`src/logic/unused_placeholder_none.sv`:
```
`timescale 1ns/100ps
`default_nettype none
`default_nettype wire

```
`src/include/ssc_pkg.sv`:
```
`default_nettype none
package ssc_pkg;

  localparam int unsigned ADDR_W = 8;
  localparam int unsigned DATA_W = 32;
  localparam int unsigned WORD_W = 16;

  // register byte offsets
  localparam logic [ADDR_W-1:0] OFF_FRAME_RATE = 8'h00;
  localparam logic [ADDR_W-1:0] OFF_PORT_ROLE  = 8'h04;
  localparam logic [ADDR_W-1:0] OFF_DATA       = 8'h08;
  localparam logic [ADDR_W-1:0] OFF_STATUS     = 8'h0C;
  localparam logic [ADDR_W-1:0] OFF_PRESCALE   = 8'h10;

  // reset values
  localparam logic [15:0] RST_FRAME_RATE = 16'h0000;
  localparam logic [3:0]  RST_PORT_ROLE  = 4'h0;
  localparam logic [7:0]  RST_PRESCALE   = 8'h00;

  // status bit positions
  localparam int unsigned ST_TX_EMPTY = 0;
  localparam int unsigned ST_TX_NFULL = 1;
  localparam int unsigned ST_RX_NEMPTY = 2;
  localparam int unsigned ST_BUSY     = 4;

  // frame format codes
  localparam logic [1:0] FMT_FOUR_WIRE   = 2'h0;
  localparam logic [1:0] FMT_FRAME_PULSE = 2'h1;
  localparam logic [1:0] FMT_CMD_RESP    = 2'h2;

  // bus response codes
  localparam logic [1:0] RESP_OKAY   = 2'h0;
  localparam logic [1:0] RESP_SLVERR = 2'h2;

  // input synchroniser
  localparam int unsigned SYNC_N    = 3;
  localparam int unsigned PIN_CLK   = 2;
  localparam int unsigned PIN_FRAME = 1;
  localparam int unsigned PIN_DATA  = 0;

  typedef struct packed {
    logic [7:0] rate;
    logic       clock_phase;
    logic       clock_polarity;
    logic [1:0] frame_format;
    logic [3:0] word_size_select;
  } ssc_cr0_s;

  typedef struct packed {
    logic slave_output_disable;
    logic role_select;
    logic port_enable;
    logic loopback;
  } ssc_cr1_s;

  typedef struct packed {
    logic serial_clock_in;
    logic frame_in;
    logic data_in;
  } ssc_pins_in_s;

  typedef struct packed {
    logic serial_clock_pin;
    logic serial_clock_oe_n;
    logic frame_out;
    logic frame_oe_n;
    logic serial_data_out_pin;
    logic data_oe_n;
  } ssc_pins_out_s;

  typedef enum logic [1:0] {
    SC_IDLE,
    SC_SHIFT,
    SC_TAIL
  } ssc_state_e;

endpackage
`default_nettype wire

```
`src/logic/ssc_rate_div.sv`:
```
`timescale 1ns/100ps
`default_nettype none
module ssc_rate_div
  import ssc_pkg::*;
(
  input  wire logic       clk,
  input  wire logic       rst_n,
  input  wire logic       ce,
  input  wire logic       run,
  input  wire logic [7:0] prescale,
  input  wire logic [7:0] rate,
  output var  logic       half_tick
);

  logic [6:0] pre_cnt_q;
  logic [7:0] rate_cnt_q;
  logic [6:0] pre_half;
  logic       pre_wrap;

  // half bit period is prescale/2 * (1 + rate); odd prescale rounds down, zero or one is clamped to 2
  assign pre_half = (prescale[7:1] == 7'h00) ? 7'h01 : prescale[7:1];
  assign pre_wrap = (pre_cnt_q == pre_half - 7'h01);

  always_ff @(posedge clk)
  begin
    if (!rst_n)
    begin
      pre_cnt_q  <= 7'h00;
      rate_cnt_q <= 8'h00;
      half_tick  <= 1'b0;
    end
    else if (ce)
    begin
      if (!run)
      begin
        pre_cnt_q  <= 7'h00;
        rate_cnt_q <= 8'h00;
        half_tick  <= 1'b0;
      end
      else
      begin
        half_tick <= 1'b0;
        if (pre_wrap)
        begin
          pre_cnt_q <= 7'h00;
          if (rate_cnt_q == rate) // RL1
          begin
            rate_cnt_q <= 8'h00;
            half_tick  <= 1'b1;
          end
          else
          begin
            rate_cnt_q <= rate_cnt_q + 8'h01;
          end
        end
        else
        begin
          pre_cnt_q <= pre_cnt_q + 7'h01;
        end
      end
    end
  end

endmodule
`default_nettype wire

```
`src/logic/ssc_port_ctrl.sv`:
```
// Summary of operation
// RL1 - bit rate is system clock over prescale times one plus rate factor
// RL2 - software writes only even prescale 2..254; rate factor 0..255
// RL3 - in slave role software sets rate factor 0 and prescale 2
// RL4 - four-wire format samples on first edge if phase 0, second if 1
// RL5 - four-wire format idles clock low for polarity 0, high for 1
// RL6 - two-bit field picks four-wire, frame-pulse or command/response format
// RL7 - word length is size code plus one, 4 to 16 bits
// RL8 - slave output disable bit turns off data driver in slave role
// RL9 - role bit 0 makes the port clock master, 1 a clocked slave
// RL10 - loopback feeds transmit shifter output into receive shifter input
// RL11 - unused upper transmit bits ignored; receive data right justified
// RL12 - transfers run only while the port enable bit is set
// RL13 - software changes settings only while the port is disabled
`timescale 1ns/100ps
`default_nettype none
module ssc_port_ctrl
  import ssc_pkg::*;
(
  input  wire logic                clk,
  input  wire logic                rst_n,
  input  wire logic                ce,
  input  wire logic [ADDR_W-1:0]   s_axi_awaddr,
  input  wire logic                s_axi_awvalid,
  output var  logic                s_axi_awready,
  input  wire logic [DATA_W-1:0]   s_axi_wdata,
  input  wire logic [3:0]          s_axi_wstrb,
  input  wire logic                s_axi_wvalid,
  output var  logic                s_axi_wready,
  output var  logic [1:0]          s_axi_bresp,
  output var  logic                s_axi_bvalid,
  input  wire logic                s_axi_bready,
  input  wire logic [ADDR_W-1:0]   s_axi_araddr,
  input  wire logic                s_axi_arvalid,
  output var  logic                s_axi_arready,
  output var  logic [DATA_W-1:0]   s_axi_rdata,
  output var  logic [1:0]          s_axi_rresp,
  output var  logic                s_axi_rvalid,
  input  wire logic                s_axi_rready,
  input  wire ssc_pins_in_s        pins_in,
  output var  ssc_pins_out_s       pins_out
);

  function automatic logic addr_ok(input logic [ADDR_W-1:0] a);
    addr_ok = (a == OFF_FRAME_RATE) || (a == OFF_PORT_ROLE) || (a == OFF_DATA) ||
              (a == OFF_STATUS) || (a == OFF_PRESCALE);
  endfunction

  function automatic logic [DATA_W-1:0] apply_strb(input logic [DATA_W-1:0] old,
                                                   input logic [DATA_W-1:0] nw,
                                                   input logic [3:0]        strb);
    for (int i = 0; i < 4; i++)
      old[i*8 +: 8] = strb[i] ? nw[i*8 +: 8] : old[i*8 +: 8];
    apply_strb = old;
  endfunction

  ssc_cr0_s          cr0_q;
  ssc_cr1_s          cr1_q;
  logic [7:0]        pre_q;
  logic [WORD_W-1:0] tx_q;
  logic              tx_full_q;
  logic [WORD_W-1:0] rx_q;
  logic              rx_valid_q;

  logic              aw_hold_q;
  logic              w_hold_q;
  logic [ADDR_W-1:0] awaddr_q;
  logic [DATA_W-1:0] wdata_q;
  logic [3:0]        wstrb_q;
  logic              wr_fire;
  logic [DATA_W-1:0] wr_old;
  logic [DATA_W-1:0] wr_word;
  logic              rd_fire;
  logic [DATA_W-1:0] rd_word;

  ssc_state_e        state_q;
  logic              lvl_q;
  logic [3:0]        bit_cnt_q;
  logic [WORD_W-1:0] tx_sh_q;
  logic [WORD_W-1:0] rx_sh_q;
  logic              dout_q;

  logic [2:0]        sync1_q;
  logic [2:0]        sync2_q;
  logic [2:0]        sync3_q;
  logic [2:0]        filt_q;
  logic [2:0]        filt_prev_q;

  logic              go;
  logic              master;
  logic              cpha;
  logic              cpol;
  logic              half_tick;
  logic              lead;
  logic              trail;
  logic              smp;
  logic              launch;
  logic              start;
  logic              abort;
  logic              din;
  logic              last_bit;
  logic [WORD_W-1:0] tx_aligned;
  logic              s_lvl;
  logic              s_lvl_prev;

  assign go     = cr1_q.port_enable;     // RL12
  assign master = !cr1_q.role_select;    // RL9
  // RL6
  assign cpha = (cr0_q.frame_format == FMT_FOUR_WIRE) ? cr0_q.clock_phase :
                (cr0_q.frame_format == FMT_FRAME_PULSE); // RL4
  assign cpol = (cr0_q.frame_format == FMT_FOUR_WIRE) && cr0_q.clock_polarity; // RL5

  // ---------------- register bus ----------------
  assign wr_fire = aw_hold_q && w_hold_q && !s_axi_bvalid;
  assign rd_fire = s_axi_arvalid && s_axi_arready;

  always_comb
  begin
    wr_old = '0;
    unique case (awaddr_q)
      OFF_FRAME_RATE: wr_old = {16'h0000, cr0_q};
      OFF_PORT_ROLE:  wr_old = {28'h0000000, cr1_q};
      OFF_PRESCALE:   wr_old = {24'h000000, pre_q};
      default:        wr_old = '0;
    endcase
    wr_word = apply_strb(wr_old, wdata_q, wstrb_q);
  end

  always_comb
  begin
    rd_word = '0;
    unique case (s_axi_araddr)
      OFF_FRAME_RATE: rd_word = {16'h0000, cr0_q};
      OFF_PORT_ROLE:  rd_word = {28'h0000000, cr1_q};
      OFF_PRESCALE:   rd_word = {24'h000000, pre_q};
      OFF_DATA:       rd_word = {16'h0000, rx_q};
      OFF_STATUS:
      begin
        rd_word[ST_TX_EMPTY]  = !tx_full_q;
        rd_word[ST_TX_NFULL]  = !tx_full_q;
        rd_word[ST_RX_NEMPTY] = rx_valid_q;
        rd_word[ST_BUSY]      = (state_q != SC_IDLE) || tx_full_q;
      end
      default:        rd_word = '0;
    endcase
  end

  always_ff @(posedge clk)
  begin
    if (!rst_n)
    begin
      aw_hold_q     <= 1'b0;
      w_hold_q      <= 1'b0;
      awaddr_q      <= '0;
      wdata_q       <= '0;
      wstrb_q       <= '0;
      s_axi_awready <= 1'b1;
      s_axi_wready  <= 1'b1;
      s_axi_bvalid  <= 1'b0;
      s_axi_bresp   <= RESP_OKAY;
    end
    else if (ce)
    begin
      if (s_axi_awvalid && s_axi_awready)
      begin
        aw_hold_q     <= 1'b1;
        awaddr_q      <= s_axi_awaddr;
        s_axi_awready <= 1'b0;
      end
      if (s_axi_wvalid && s_axi_wready)
      begin
        w_hold_q     <= 1'b1;
        wdata_q      <= s_axi_wdata;
        wstrb_q      <= s_axi_wstrb;
        s_axi_wready <= 1'b0;
      end
      if (wr_fire)
      begin
        aw_hold_q    <= 1'b0;
        w_hold_q     <= 1'b0;
        s_axi_bvalid <= 1'b1;
        s_axi_bresp  <= (addr_ok(awaddr_q) && awaddr_q != OFF_STATUS) ? RESP_OKAY : RESP_SLVERR;
      end
      if (s_axi_bvalid && s_axi_bready)
      begin
        s_axi_bvalid  <= 1'b0;
        s_axi_awready <= 1'b1;
        s_axi_wready  <= 1'b1;
      end
    end
  end

  always_ff @(posedge clk)
  begin
    if (!rst_n)
    begin
      s_axi_arready <= 1'b1;
      s_axi_rvalid  <= 1'b0;
      s_axi_rdata   <= '0;
      s_axi_rresp   <= RESP_OKAY;
    end
    else if (ce)
    begin
      if (rd_fire)
      begin
        s_axi_arready <= 1'b0;
        s_axi_rvalid  <= 1'b1;
        s_axi_rdata   <= rd_word;
        s_axi_rresp   <= addr_ok(s_axi_araddr) ? RESP_OKAY : RESP_SLVERR;
      end
      else if (s_axi_rvalid && s_axi_rready)
      begin
        s_axi_rvalid  <= 1'b0;
        s_axi_arready <= 1'b1;
      end
    end
  end

  always_ff @(posedge clk)
  begin
    if (!rst_n)
    begin
      cr0_q <= RST_FRAME_RATE;
      cr1_q <= RST_PORT_ROLE;
      pre_q <= RST_PRESCALE;
    end
    else if (ce && wr_fire)
    begin
      // settings are taken at once; the port does not guard a change mid-frame
      if (awaddr_q == OFF_FRAME_RATE)
        cr0_q <= wr_word[15:0];
      if (awaddr_q == OFF_PORT_ROLE)
        cr1_q <= wr_word[3:0];
      if (awaddr_q == OFF_PRESCALE)
        pre_q <= wr_word[7:0];
    end
  end

  // single-word transmit and receive holding; a write while full is dropped
  always_ff @(posedge clk)
  begin
    if (!rst_n)
    begin
      tx_q       <= '0;
      tx_full_q  <= 1'b0;
      rx_q       <= '0;
      rx_valid_q <= 1'b0;
    end
    else if (ce)
    begin
      if (start)
        tx_full_q <= 1'b0;
      if (wr_fire && awaddr_q == OFF_DATA && !tx_full_q)
      begin
        tx_q      <= wdata_q[WORD_W-1:0];
        tx_full_q <= 1'b1;
      end
      if (rd_fire && s_axi_araddr == OFF_DATA)
        rx_valid_q <= 1'b0;
      if (smp && last_bit)
      begin
        rx_q       <= {rx_sh_q[WORD_W-2:0], din}; // RL11
        rx_valid_q <= 1'b1;
      end
    end
  end

  // ---------------- pin inputs ----------------
  generate
    for (genvar i = 0; i < SYNC_N; i++)
    begin : g_sync
      always_ff @(posedge clk)
      begin
        if (!rst_n)
        begin
          sync1_q[i]     <= 1'b0;
          sync2_q[i]     <= 1'b0;
          sync3_q[i]     <= 1'b0;
          filt_q[i]      <= (i == PIN_FRAME);
          filt_prev_q[i] <= (i == PIN_FRAME);
        end
        else if (ce)
        begin
          sync1_q[i]     <= pins_in[i];
          sync2_q[i]     <= sync1_q[i];
          sync3_q[i]     <= sync2_q[i];
          filt_prev_q[i] <= filt_q[i];
          if (sync2_q[i] == sync3_q[i])
            filt_q[i] <= sync3_q[i];
        end
      end
    end
  endgenerate

  ssc_rate_div u_rate_div (
    .clk       (clk),
    .rst_n     (rst_n),
    .ce        (ce),
    .run       (go && master),
    .prescale  (pre_q),
    .rate      (cr0_q.rate),
    .half_tick (half_tick)
  );

  // ---------------- serial engine ----------------
  assign din        = cr1_q.loopback ? dout_q : filt_q[PIN_DATA]; // RL10
  assign last_bit   = (bit_cnt_q == cr0_q.word_size_select);     // RL7
  assign tx_aligned = tx_q << (4'hF - cr0_q.word_size_select);   // RL11
  assign s_lvl      = filt_q[PIN_CLK] ^ cpol;
  assign s_lvl_prev = filt_prev_q[PIN_CLK] ^ cpol;

  always_comb
  begin
    lead  = 1'b0;
    trail = 1'b0;
    start = 1'b0;
    abort = !go;
    if (master)
    begin
      if (state_q == SC_SHIFT && half_tick)
      begin
        lead  = !lvl_q;
        trail = lvl_q;
      end
      start = go && half_tick && tx_full_q && state_q == SC_IDLE;
    end
    else
    begin
      if (state_q == SC_SHIFT)
      begin
        lead  = s_lvl && !s_lvl_prev;
        trail = !s_lvl && s_lvl_prev;
      end
      if (cr0_q.frame_format == FMT_FRAME_PULSE)
        start = go && state_q == SC_IDLE && filt_q[PIN_FRAME] && !filt_prev_q[PIN_FRAME];
      else
      begin
        start = go && state_q == SC_IDLE && !filt_q[PIN_FRAME] && filt_prev_q[PIN_FRAME];
        abort = !go || (filt_q[PIN_FRAME] && state_q != SC_IDLE);
      end
    end
    smp    = cpha ? trail : lead;  // RL4
    launch = cpha ? lead : trail;
  end

  always_ff @(posedge clk)
  begin
    if (!rst_n)
    begin
      state_q   <= SC_IDLE;
      lvl_q     <= 1'b0;
      bit_cnt_q <= 4'h0;
      tx_sh_q   <= '0;
      rx_sh_q   <= '0;
      dout_q    <= 1'b0;
    end
    else if (ce)
    begin
      if (abort) // RL12
      begin
        state_q <= SC_IDLE;
        lvl_q   <= 1'b0;
      end
      else if (start)
      begin
        state_q   <= SC_SHIFT;
        lvl_q     <= 1'b0;
        bit_cnt_q <= 4'h0;
        rx_sh_q   <= '0;
        if (!cpha)
        begin
          dout_q  <= tx_aligned[WORD_W-1];
          tx_sh_q <= {tx_aligned[WORD_W-2:0], 1'b0};
        end
        else
          tx_sh_q <= tx_aligned;
      end
      else
      begin
        if (state_q == SC_SHIFT && master && half_tick)
          lvl_q <= !lvl_q; // RL9
        if (launch)
        begin
          dout_q  <= tx_sh_q[WORD_W-1];
          tx_sh_q <= {tx_sh_q[WORD_W-2:0], 1'b0};
        end
        if (smp)
        begin
          rx_sh_q   <= {rx_sh_q[WORD_W-2:0], din};
          bit_cnt_q <= bit_cnt_q + 4'h1;
          if (last_bit)
            state_q <= master ? SC_TAIL : SC_IDLE;
        end
        // master returns the clock to idle before releasing the frame
        if (state_q == SC_TAIL && half_tick)
        begin
          if (lvl_q)
            lvl_q <= 1'b0;
          else
            state_q <= SC_IDLE;
        end
      end
    end
  end

  // pins are registered: one cycle behind the engine, same for every pin
  always_ff @(posedge clk)
  begin
    if (!rst_n)
    begin
      pins_out <= '{serial_clock_pin: 1'b0, serial_clock_oe_n: 1'b1, frame_out: 1'b1,
                    frame_oe_n: 1'b1, serial_data_out_pin: 1'b0, data_oe_n: 1'b1};
    end
    else if (ce)
    begin
      pins_out.serial_clock_pin    <= cpol ^ lvl_q; // RL5
      pins_out.serial_clock_oe_n   <= !(go && master); // RL9
      pins_out.frame_oe_n          <= !(go && master);
      pins_out.serial_data_out_pin <= dout_q;
      if (cr0_q.frame_format == FMT_FRAME_PULSE)
        pins_out.frame_out <= (state_q == SC_SHIFT) && (bit_cnt_q == 4'h0);
      else
        pins_out.frame_out <= (state_q == SC_IDLE);
      if (master)
        pins_out.data_oe_n <= !go;
      else
        pins_out.data_oe_n <= !(go && state_q != SC_IDLE && !cr1_q.slave_output_disable); // RL8
    end
  end

endmodule
`default_nettype wire

```
`config.mk`:
```
export PLATFORM = sky130hd
export DESIGN_NAME = ssc_port_ctrl
export DESIGN_NICKNAME = d
export VERILOG_FILES = /design/src/logic/unused_placeholder_none.sv /design/src/include/ssc_pkg.sv /design/src/logic/ssc_rate_div.sv /design/src/logic/ssc_port_ctrl.sv
export SDC_FILE = /design/constraint.sdc
export NUM_CORES = 1
export LEC_CHECK = 0
export BUFFER_PORTS_ARGS = -buffer_cell sky130_fd_sc_hd__clkbuf_2
export CAP_MARGIN = 0
export CORE_ASPECT_RATIO = 0.8
export CORE_MARGIN = 5
export CORE_UTILIZATION = 60
export CTS_BUF_LIST = sky130_fd_sc_hd__clkbuf_4
export DETAILED_ROUTE_END_ITERATION = 10
export PLACE_DENSITY = 0.8
export SKIP_CTS_REPAIR_TIMING = 1
export SLEW_MARGIN = 20
export SYNTH_ARGS = -nofsm -noshare
export SYNTH_HDL_FRONTEND = slang
export SYNTH_SLANG_ARGS = --single-unit
export TNS_END_PERCENT = 30
```
`constraint.sdc`:
```
create_clock -name clk -period 4.95 [get_ports clk]
set_input_delay 0.7425 -clock clk [delete_from_list [all_inputs] [get_ports clk]]
set_output_delay 0.7425 -clock clk [all_outputs]
set_load 0.03 [all_outputs]
```
==> flow_metrics.py, run 1 <==
metrics = {
    "timing": {
        "hold_viol": 0,
        "setup_tns_ns": 0,
        "rsz0062_at_grt": "false",
        "finalSetupViolations": 0,
        "slew_violations": 0,
        "max_slew_margin_pct": 34.51,
        "tightestPinTransition_ns": 0.9802,
        "fin_worst_skew_ns": 0.01656,
        "finalCriticalPeriod_ns": 3.563,
        "fmax_mhz": 280.7,
        "period_share_pct": 71.98,
    },
    "layout": {
        "fin_util_pct": 65.43,
        "finalNetCount": 1215,
        "final_cells": 1369,
        "drive_gt1_share_pct": 12.86,
        "areaGrowthSynthToFinish_pct": 6.994,
        "fill_cells": 1287,
        "n_antenna_cell": 0,
    },
    "placed_design": {
        "hpwl_um": 16190,
        "dp.cells": 1337,
        "gp_congestion": 0.8903,
        "portBuffers": 73,
    },
    "floorplanning": {
        "die_h_um": 120.8,
        "initial_core_util_pct": 61.15,
        "core_um2": 15060,
        "die_area_um2": 17950,
        "die-width_um": 148.5,
        "boundaryPins": 110,
        "placementRows": 40,
    },
    "critical_path": {
        "cp_slowest_stage_delay_ns": 0.53,
        "worst-path-buf-inv": 0,
        "worst_setup_path_start_kind": "register",
        "crit_required_ns": 5.47,
        "crit_slowest_cell": "nor4_1",
        "critPathKind": "register to register",
        "arrival_ns": 4.09,
        "worstSetupEndpointType": "register",
        "crit_family": "simple AND/OR/NAND/NOR gates",
        "path_cells": "nor4_1 -> a21oi_1 -> ha_1 -> nor3b_2 -> xnor2_1 -> or3_1 -> o41a_1 -> nand2b_1 -> or3_1 -> a21oi_1",
        "cp_max_fo": 11,
    },
    "synthesis": {
        "ys_seq_elements": 187,
        "synth_top_family_by_area": "simple AND/OR/NAND/NOR gates",
        "synth_top_area_share_pct": 40.64,
        "synth_cells": 1125,
        "synth_mux_area_share_pct": 11.11,
        "post-synth-top-area-cell": "dfxtp_1",
        "synth-xor-area-share_pct": 2.852,
        "synth_area_leaders": "dfxtp_1, mux2i_1, nand2_1, nor2_1, a21oi_1",
        "synth.distinct_cells": 65,
        "synth_compound_area_share_pct": 17.98,
        "synth_common_cells": "dfxtp_1, nand2_1, nor2_1",
        "synth_most_common_cell": "dfxtp_1",
        "synth_edf_count": 0,
        "synthAdderAreaFrac_pct": 0.9235,
        "ys_warn_count": 0,
        "synth_ff_type": "dfxtp_1",
        "syn_area_um2": 9213,
        "syn_area_per_cell_um2": 8.189,
        "yosys.area_share.simple_pct": 20.52,
        "ys_async_sr_fraction_pct": 0,
        "ys_seq_area_share_pct": 40.64,
    },
    "route": {
        "drtAntennaViolNets": 0,
        "vias": 8098,
        "vias_per_cell": 5.915,
        "drt-total-wl_um": 22840,
        "dr.pass1.iters": 6,
        "post-route-drc-count": 0,
        "avgRoutedWirePerCell_um": 16.68,
        "drt_first_iter_violations": 836,
    },
    "power": {
        "seqPwrFrac_pct": 58.0,
        "p_int_mw": 1.961,
        "p_clk_share_pct": 35.0,
        "powerDensity_nw_per_um2": 270.7,
        "power_mw": 2.669,
        "p_leak_nw": 3.617,
        "sw_frac_of_total_pct": 26.53,
        "switchingPower_uw": 707.9,
        "max-vdd-ir-drop_v": 0.0002090,
        "combPwrFrac_pct": 7.0,
    },
    "global_route": {
        "grt_max_degree": 93,
        "antenna_found_initial": 0,
        "met2_usage_pct": 34.71,
        "grt_busiest_layer": "met1",
        "grt_pass1_vias": 7134,
        "use_met3_pct": 5.283,
        "grt_pass1_wl_um": 36680,
        "grt.total_usage_pct": 25.23,
        "overflow": 0,
        "gr-usage-met1_pct": 39.69,
    },
    "clock_network": {
        "ctsHtreeMaxLevel": 4,
        "worstSkewPairLatency_ns": 0.59,
        "root_buffer": "clkbuf_4",
        "clkTransAtPathRegs_ns": 0.15,
        "cts_sinks": 187,
        "cts_inserted_buffers": 17,
        "cts_tree": "yes",
        "clk_path_buf_depth": 2,
    },
    "run": {
        "drv_cap": 0,
    },
    "hold_path": {
        "hold_class": "primary input to register",
    },
    "status": {
        "status": "finished, final reports clean",
    },
}
[sequential cells by signal, summed over array words and instances (netlist names), 5 cells and up]
signal,cells
cr0_q,16
rx_q,16
s_axi_rdata,16
tx_q,16
tx_sh_q,16
wdata_q,16
rx_sh_q,15
awaddr_q,8
pre_q,8
u_rate_div.rate_cnt_q,8
u_rate_div.pre_cnt_q,7
pins_out,5
[power groups by stage]
stage / registers, mW / logic (mW) / clock network [mW]
6_report: 1.55 / 0.186 / 0.934
5_1_grt: 1.55 / 0.205 / 1.01
4_1_cts: 1.55 / 0.184 / 0.942
3_5_place_dp: 1.58 / 0.183 / 0
3_3_place_gp: 1.58 / 0.180 / 0
2_1_floorplan: 1.58 / 0.142 / 0
[worst reg2reg max path: cells and delay by family (launching register included)]
kind                     cells  cell delay, ns
AO/OA/AOI/OAI                3            0.75
XOR/XNOR                     1            0.14
adder cells (fa/ha/maj)      1            0.27
flip-flops                   1            0.44
AND/OR/NAND/NOR              5            1.90
[per-stage QoR]
| stage | setup slack [ns] | hold WS (ns) | cell area (µm²) |
|---|---|---|---|
| after floorplan | 2.070 | 0.4270 | 9276 |
| after detailed placement | 1.487 | 0.4444 | 9528 |
| after CTS | 1.462 | 0.3231 | 9852 |
| final | 1.387 | 0.3571 | 9857 |
| after global routing | 1.154 | 0.3332 | 9857 |
| after global placement | 1.570 | 0.4363 | 9528 |
[logic make-up (layout without fill, tap and decap cells)]
group / count (synthesis) / in the layout
other: 1 / 18
buffers and inverters: 118 / 135
AND/OR/NAND/NOR: 425 / 425
XOR/XNOR: 30 / 30
multiplexers: 83 / 83
adder cells (fa/ha/maj): 7 / 7
AO/OA/AOI/OAI: 274 / 274
flip-flops: 187 / 187
[metal layers]
layer | routed length (µm) | share of wire, %
met4 | 303 | 1.3
met1 | 11070 | 48
met3 | 1840 | 8.1
met2 | 9619 | 42
met5 | 0 | 0
[cell type report]
cell class	count	area [µm²]	share of cell area, %
clock inverter	13	181.4	1.841
multi-input combinational	837	4997	50.70
timing repair buffer	86	462.9	4.697
sequential	187	3744	37.98
clock buffer	19	142.6	1.447
inverter	17	66.31	0.6728
tap	210	262.8	2.666
[cell usage in the layout (no fill, tap or decap), types with 17 or more instances in the layout]
cell type  count
clkbuf_4      19
a211oi_1      19
nor2_1       141
o21ai_0       74
dfxtp_1      187
nand3_1       42
mux2i_1       64
xor2_1        17
conb_1        18
a22oi_1       23
a21oi_1       96
nand2_1      158
clkbuf_2      73
[worst paths after layout]
check / from / endpoint / slack [ns] / depth (start not counted)
worst max-delay path: pre_q[3] / u_rate_div.rate_cnt_q[0] / 1.39 / 10
worst min-delay path: s_axi_awaddr[6] / awaddr_q[6] / 0.36 / 3
worst max register to register: pre_q[3] / u_rate_div.rate_cnt_q[0] / 1.39 / 10
worst min register to register: awaddr_q[1] / awaddr_q[1] / 0.46 / 2
(Power assumes the default switching activity.)
==> run 2, diff against run 1 <==
--- a/config.mk
+++ b/config.mk
@@ -5,14 +5,15 @@
 export SDC_FILE = /design/constraint.sdc
 export NUM_CORES = 1
 export LEC_CHECK = 0
+export ABC_AREA = 1
 export BUFFER_PORTS_ARGS = -buffer_cell sky130_fd_sc_hd__clkbuf_2
 export CAP_MARGIN = 0
 export CORE_ASPECT_RATIO = 0.8
 export CORE_MARGIN = 5
-export CORE_UTILIZATION = 60
+export CORE_UTILIZATION = 55
 export CTS_BUF_LIST = sky130_fd_sc_hd__clkbuf_4
 export DETAILED_ROUTE_END_ITERATION = 10
-export PLACE_DENSITY = 0.8
+export PLACE_DENSITY = 0.77
 export SKIP_CTS_REPAIR_TIMING = 1
 export SLEW_MARGIN = 20
 export SYNTH_ARGS = -nofsm -noshare
==> constraint.sdc (replaced) <==
create_clock -name clk -period 3.2 [get_ports clk]
set_input_delay 0.48 -clock clk [delete_from_list [all_inputs] [get_ports clk]]
set_output_delay 0.48 -clock clk [all_outputs]
set_load 0.03 [all_outputs]
==> run 2 against run 1 <==
- critical path type unchanged
- sequential power increased by 56%
- largest cell class unchanged
- synthesized cell count increased by 20%
- final area grew 0.65%
- non-clock buffer count rose by 3
- fmax grew 39%
- hold slack worse by 0.25 ns
- sequential cell count is the same
- worst setup slack worse by 0.74 ns
- die area rose by 8.7%
==> flow_metrics.py, run 2 <==
metrics = {
    "synthesis": {
        "ys_warn_count": 0,
        "synth_edf_count": 0,
        "synth_top_area_share_pct": 40.53,
        "syn_area_per_cell_um2": 6.862,
        "synth_area_leaders": "dfxtp_1, nand2_1, a21oi_1, o21ai_0, nand3_1",
        "synth.distinct_cells": 42,
        "ys_seq_area_share_pct": 40.53,
        "synth_common_cells": "nand2_1, dfxtp_1, a21oi_1",
        "ys_seq_elements": 187,
        "ys_async_sr_fraction_pct": 0,
        "post-synth-top-area-cell": "dfxtp_1",
        "syn_area_um2": 9236,
        "synth_most_common_cell": "nand2_1",
        "synth_cells": 1346,
        "synth_ff_type": "dfxtp_1",
    },
    "clock_network": {
        "cts_tree": "yes",
        "clkTransAtPathRegs_ns": 0.16,
        "cts_inserted_buffers": 17,
        "clk_path_buf_depth": 2,
        "cts_sinks": 187,
        "root_buffer": "clkbuf_4",
        "worstSkewPairLatency_ns": 0.60,
        "ctsHtreeMaxLevel": 4,
    },
    "timing": {
        "rsz0062_at_grt": "false",
        "period_share_pct": 79.84,
        "finalCriticalPeriod_ns": 2.555,
        "worst_slack_ns": 0.6451,
        "slew_violations": 0,
        "fmax_mhz": 391.4,
        "setup_tns_ns": 0,
        "fin_worst_skew_ns": 0.02255,
        "tightestPinTransition_ns": 0.7513,
        "max_slew_margin_pct": 49.54,
        "hold_viol": 0,
        "finalSetupViolations": 0,
    },
    "layout": {
        "fill_cells": 1588,
        "layout_commonest_cell": "nand2_1",
        "finalNetCount": 1457,
        "layout_common_cells": "nand2_1, dfxtp_1, a21oi_1, o21ai_0, inv_1",
        "drive_gt1_share_pct": 11.56,
        "final_cells": 1621,
        "fin_util_pct": 60.12,
        "n_antenna_cell": 0,
        "areaGrowthSynthToFinish_pct": 7.410,
    },
    "status": {
        "status": "finished, final reports clean",
    },
    "floorplanning": {
        "initial_core_util_pct": 55.98,
        "die_h_um": 125.9,
        "placementRows": 42,
        "boundaryPins": 110,
        "core_um2": 16500,
        "die_area_um2": 19500,
        "die-width_um": 154.9,
    },
    "placed_design": {
        "place_ws_ns": 0.7155,
        "portBuffers": 73,
        "hpwl_um": 17100,
        "dp.cells": 1589,
        "gp_congestion": 0.9129,
    },
    "global_route": {
        "grt_busiest_layer": "met1",
        "grt_pass1_wl_um": 38510,
        "use_met3_pct": 4.492,
        "grt_pass1_vias": 7528,
        "grt.total_usage_pct": 24.03,
        "antenna_found_initial": 0,
        "met2_usage_pct": 35.11,
        "gr-usage-met1_pct": 36.58,
        "overflow": 0,
        "grt_max_degree": 117,
    },
    "critical_path": {
        "arrival_ns": 3.05,
        "worst_setup_path_start_kind": "register",
        "crit_required_ns": 3.70,
        "worstSetupEndpointType": "register",
        "cp_max_fo": 10,
        "critPathKind": "register to register",
    },
    "power": {
        "max-vdd-ir-drop_v": 0.0002680,
        "p_leak_nw": 4.129,
        "powerDensity_nw_per_um2": 412.3,
    },
    "route": {
        "drtAntennaViolNets": 0,
        "avgRoutedWirePerCell_um": 14.82,
        "drt_first_iter_violations": 784,
        "vias_per_cell": 5.455,
        "dr.pass1.iters": 5,
        "drt-total-wl_um": 24030,
        "vias": 8843,
        "post-route-drc-count": 0,
    },
    "hold_path": {
        "hold_class": "primary input to register",
    },
    "run": {
        "drv_cap": 0,
    },
}
==> run 2: changes by cell type after synthesis, moves of 12 or more <==
cell	delta
a21oi_1	+74
or2_2	+12
o21ai_0	+65
nand2_1	+144
nand3_1	+76
clkbuf_1	-14
a22oi_1	-22
mux4_2	-15
nor2_1	-46
mux2i_1	-64
a211oi_1	-17
inv_1	+106
==> run 2: metrics by stage <==
stage	area, µm²	power, mW	hold WS (ns)
after floorplan	9300	2.711	0.4236
after global placement	9635	2.793	0.4324
after detailed placement	9635	2.799	0.4388
after CTS	9921	4.106	0.08231
after global routing	9921	4.270	0.09150
final	9921	4.090	0.1098
==> run 2: cell type report <==
| class | instances | area (µm²) | share of cell area (%) |
|---|---|---|---|
| inverter | 133 | 504.2 | 5.083 |
| timing repair buffer | 89 | 498.0 | 5.020 |
| sequential | 187 | 3744 | 37.73 |
| tap | 220 | 275.3 | 2.775 |
| clock inverter | 15 | 157.7 | 1.589 |
| multi-input combinational | 960 | 4614 | 46.51 |
| clock buffer | 17 | 127.6 | 1.286 |
==> run 2: logic make-up after synthesis <==
family          Yosys count  synth area share (%)
fa+ha+maj                 6                0.8128
flops                   187                 40.53
simple gates            577                 27.55
compound gates          339                 18.97
other cells               1               0.04060
xor+xnor                 20                 1.897
buf+inv                 216                 10.20
==> run 2: worst max-delay path, stage by stage, from the launching register on <==
cell     delay (ns)
dfxtp_1        0.42
nor2_2         0.22
nand3_2        0.15
nand2_1        0.11
inv_1          0.08
ha_1           0.25
inv_1          0.09
nand2_1        0.07
nand3_1        0.07
nand2_1        0.05
nor2_1         0.09
nand2_1        0.07
nor2_1         0.13
nand3_2        0.14
nand2_4        0.14
nand2_4        0.10
nand2_1        0.20
nor2_1         0.07
==> run 2: path summary, 6_finish.rpt <==
kind                    start                 endpoint  slack, ns  cells after the start
setup / recovery     pre_q[4]  u_rate_div.pre_cnt_q[3]       0.65                     17
setup reg to reg     pre_q[4]  u_rate_div.pre_cnt_q[3]       0.65                     17
hold reg to reg   awaddr_q[1]              awaddr_q[1]       0.46                      2
hold / removal     pins_in[2]               sync1_q[2]       0.11                      3
==> run 2: where the power goes <==
part	total, mW	leakage, nW	internal (mW)	switching, mW
Sequential	2.42	1.52	2.38	0.0370
Combinational	0.337	2.46	0.0961	0.241
Clock	1.34	0.154	0.419	0.917
==> run 2: metal layers <==
layer	share of wire, %	wire [µm]
met5	0	0
met4	1.7	398
met3	8.5	2034
met2	42	10120
met1	48	11480
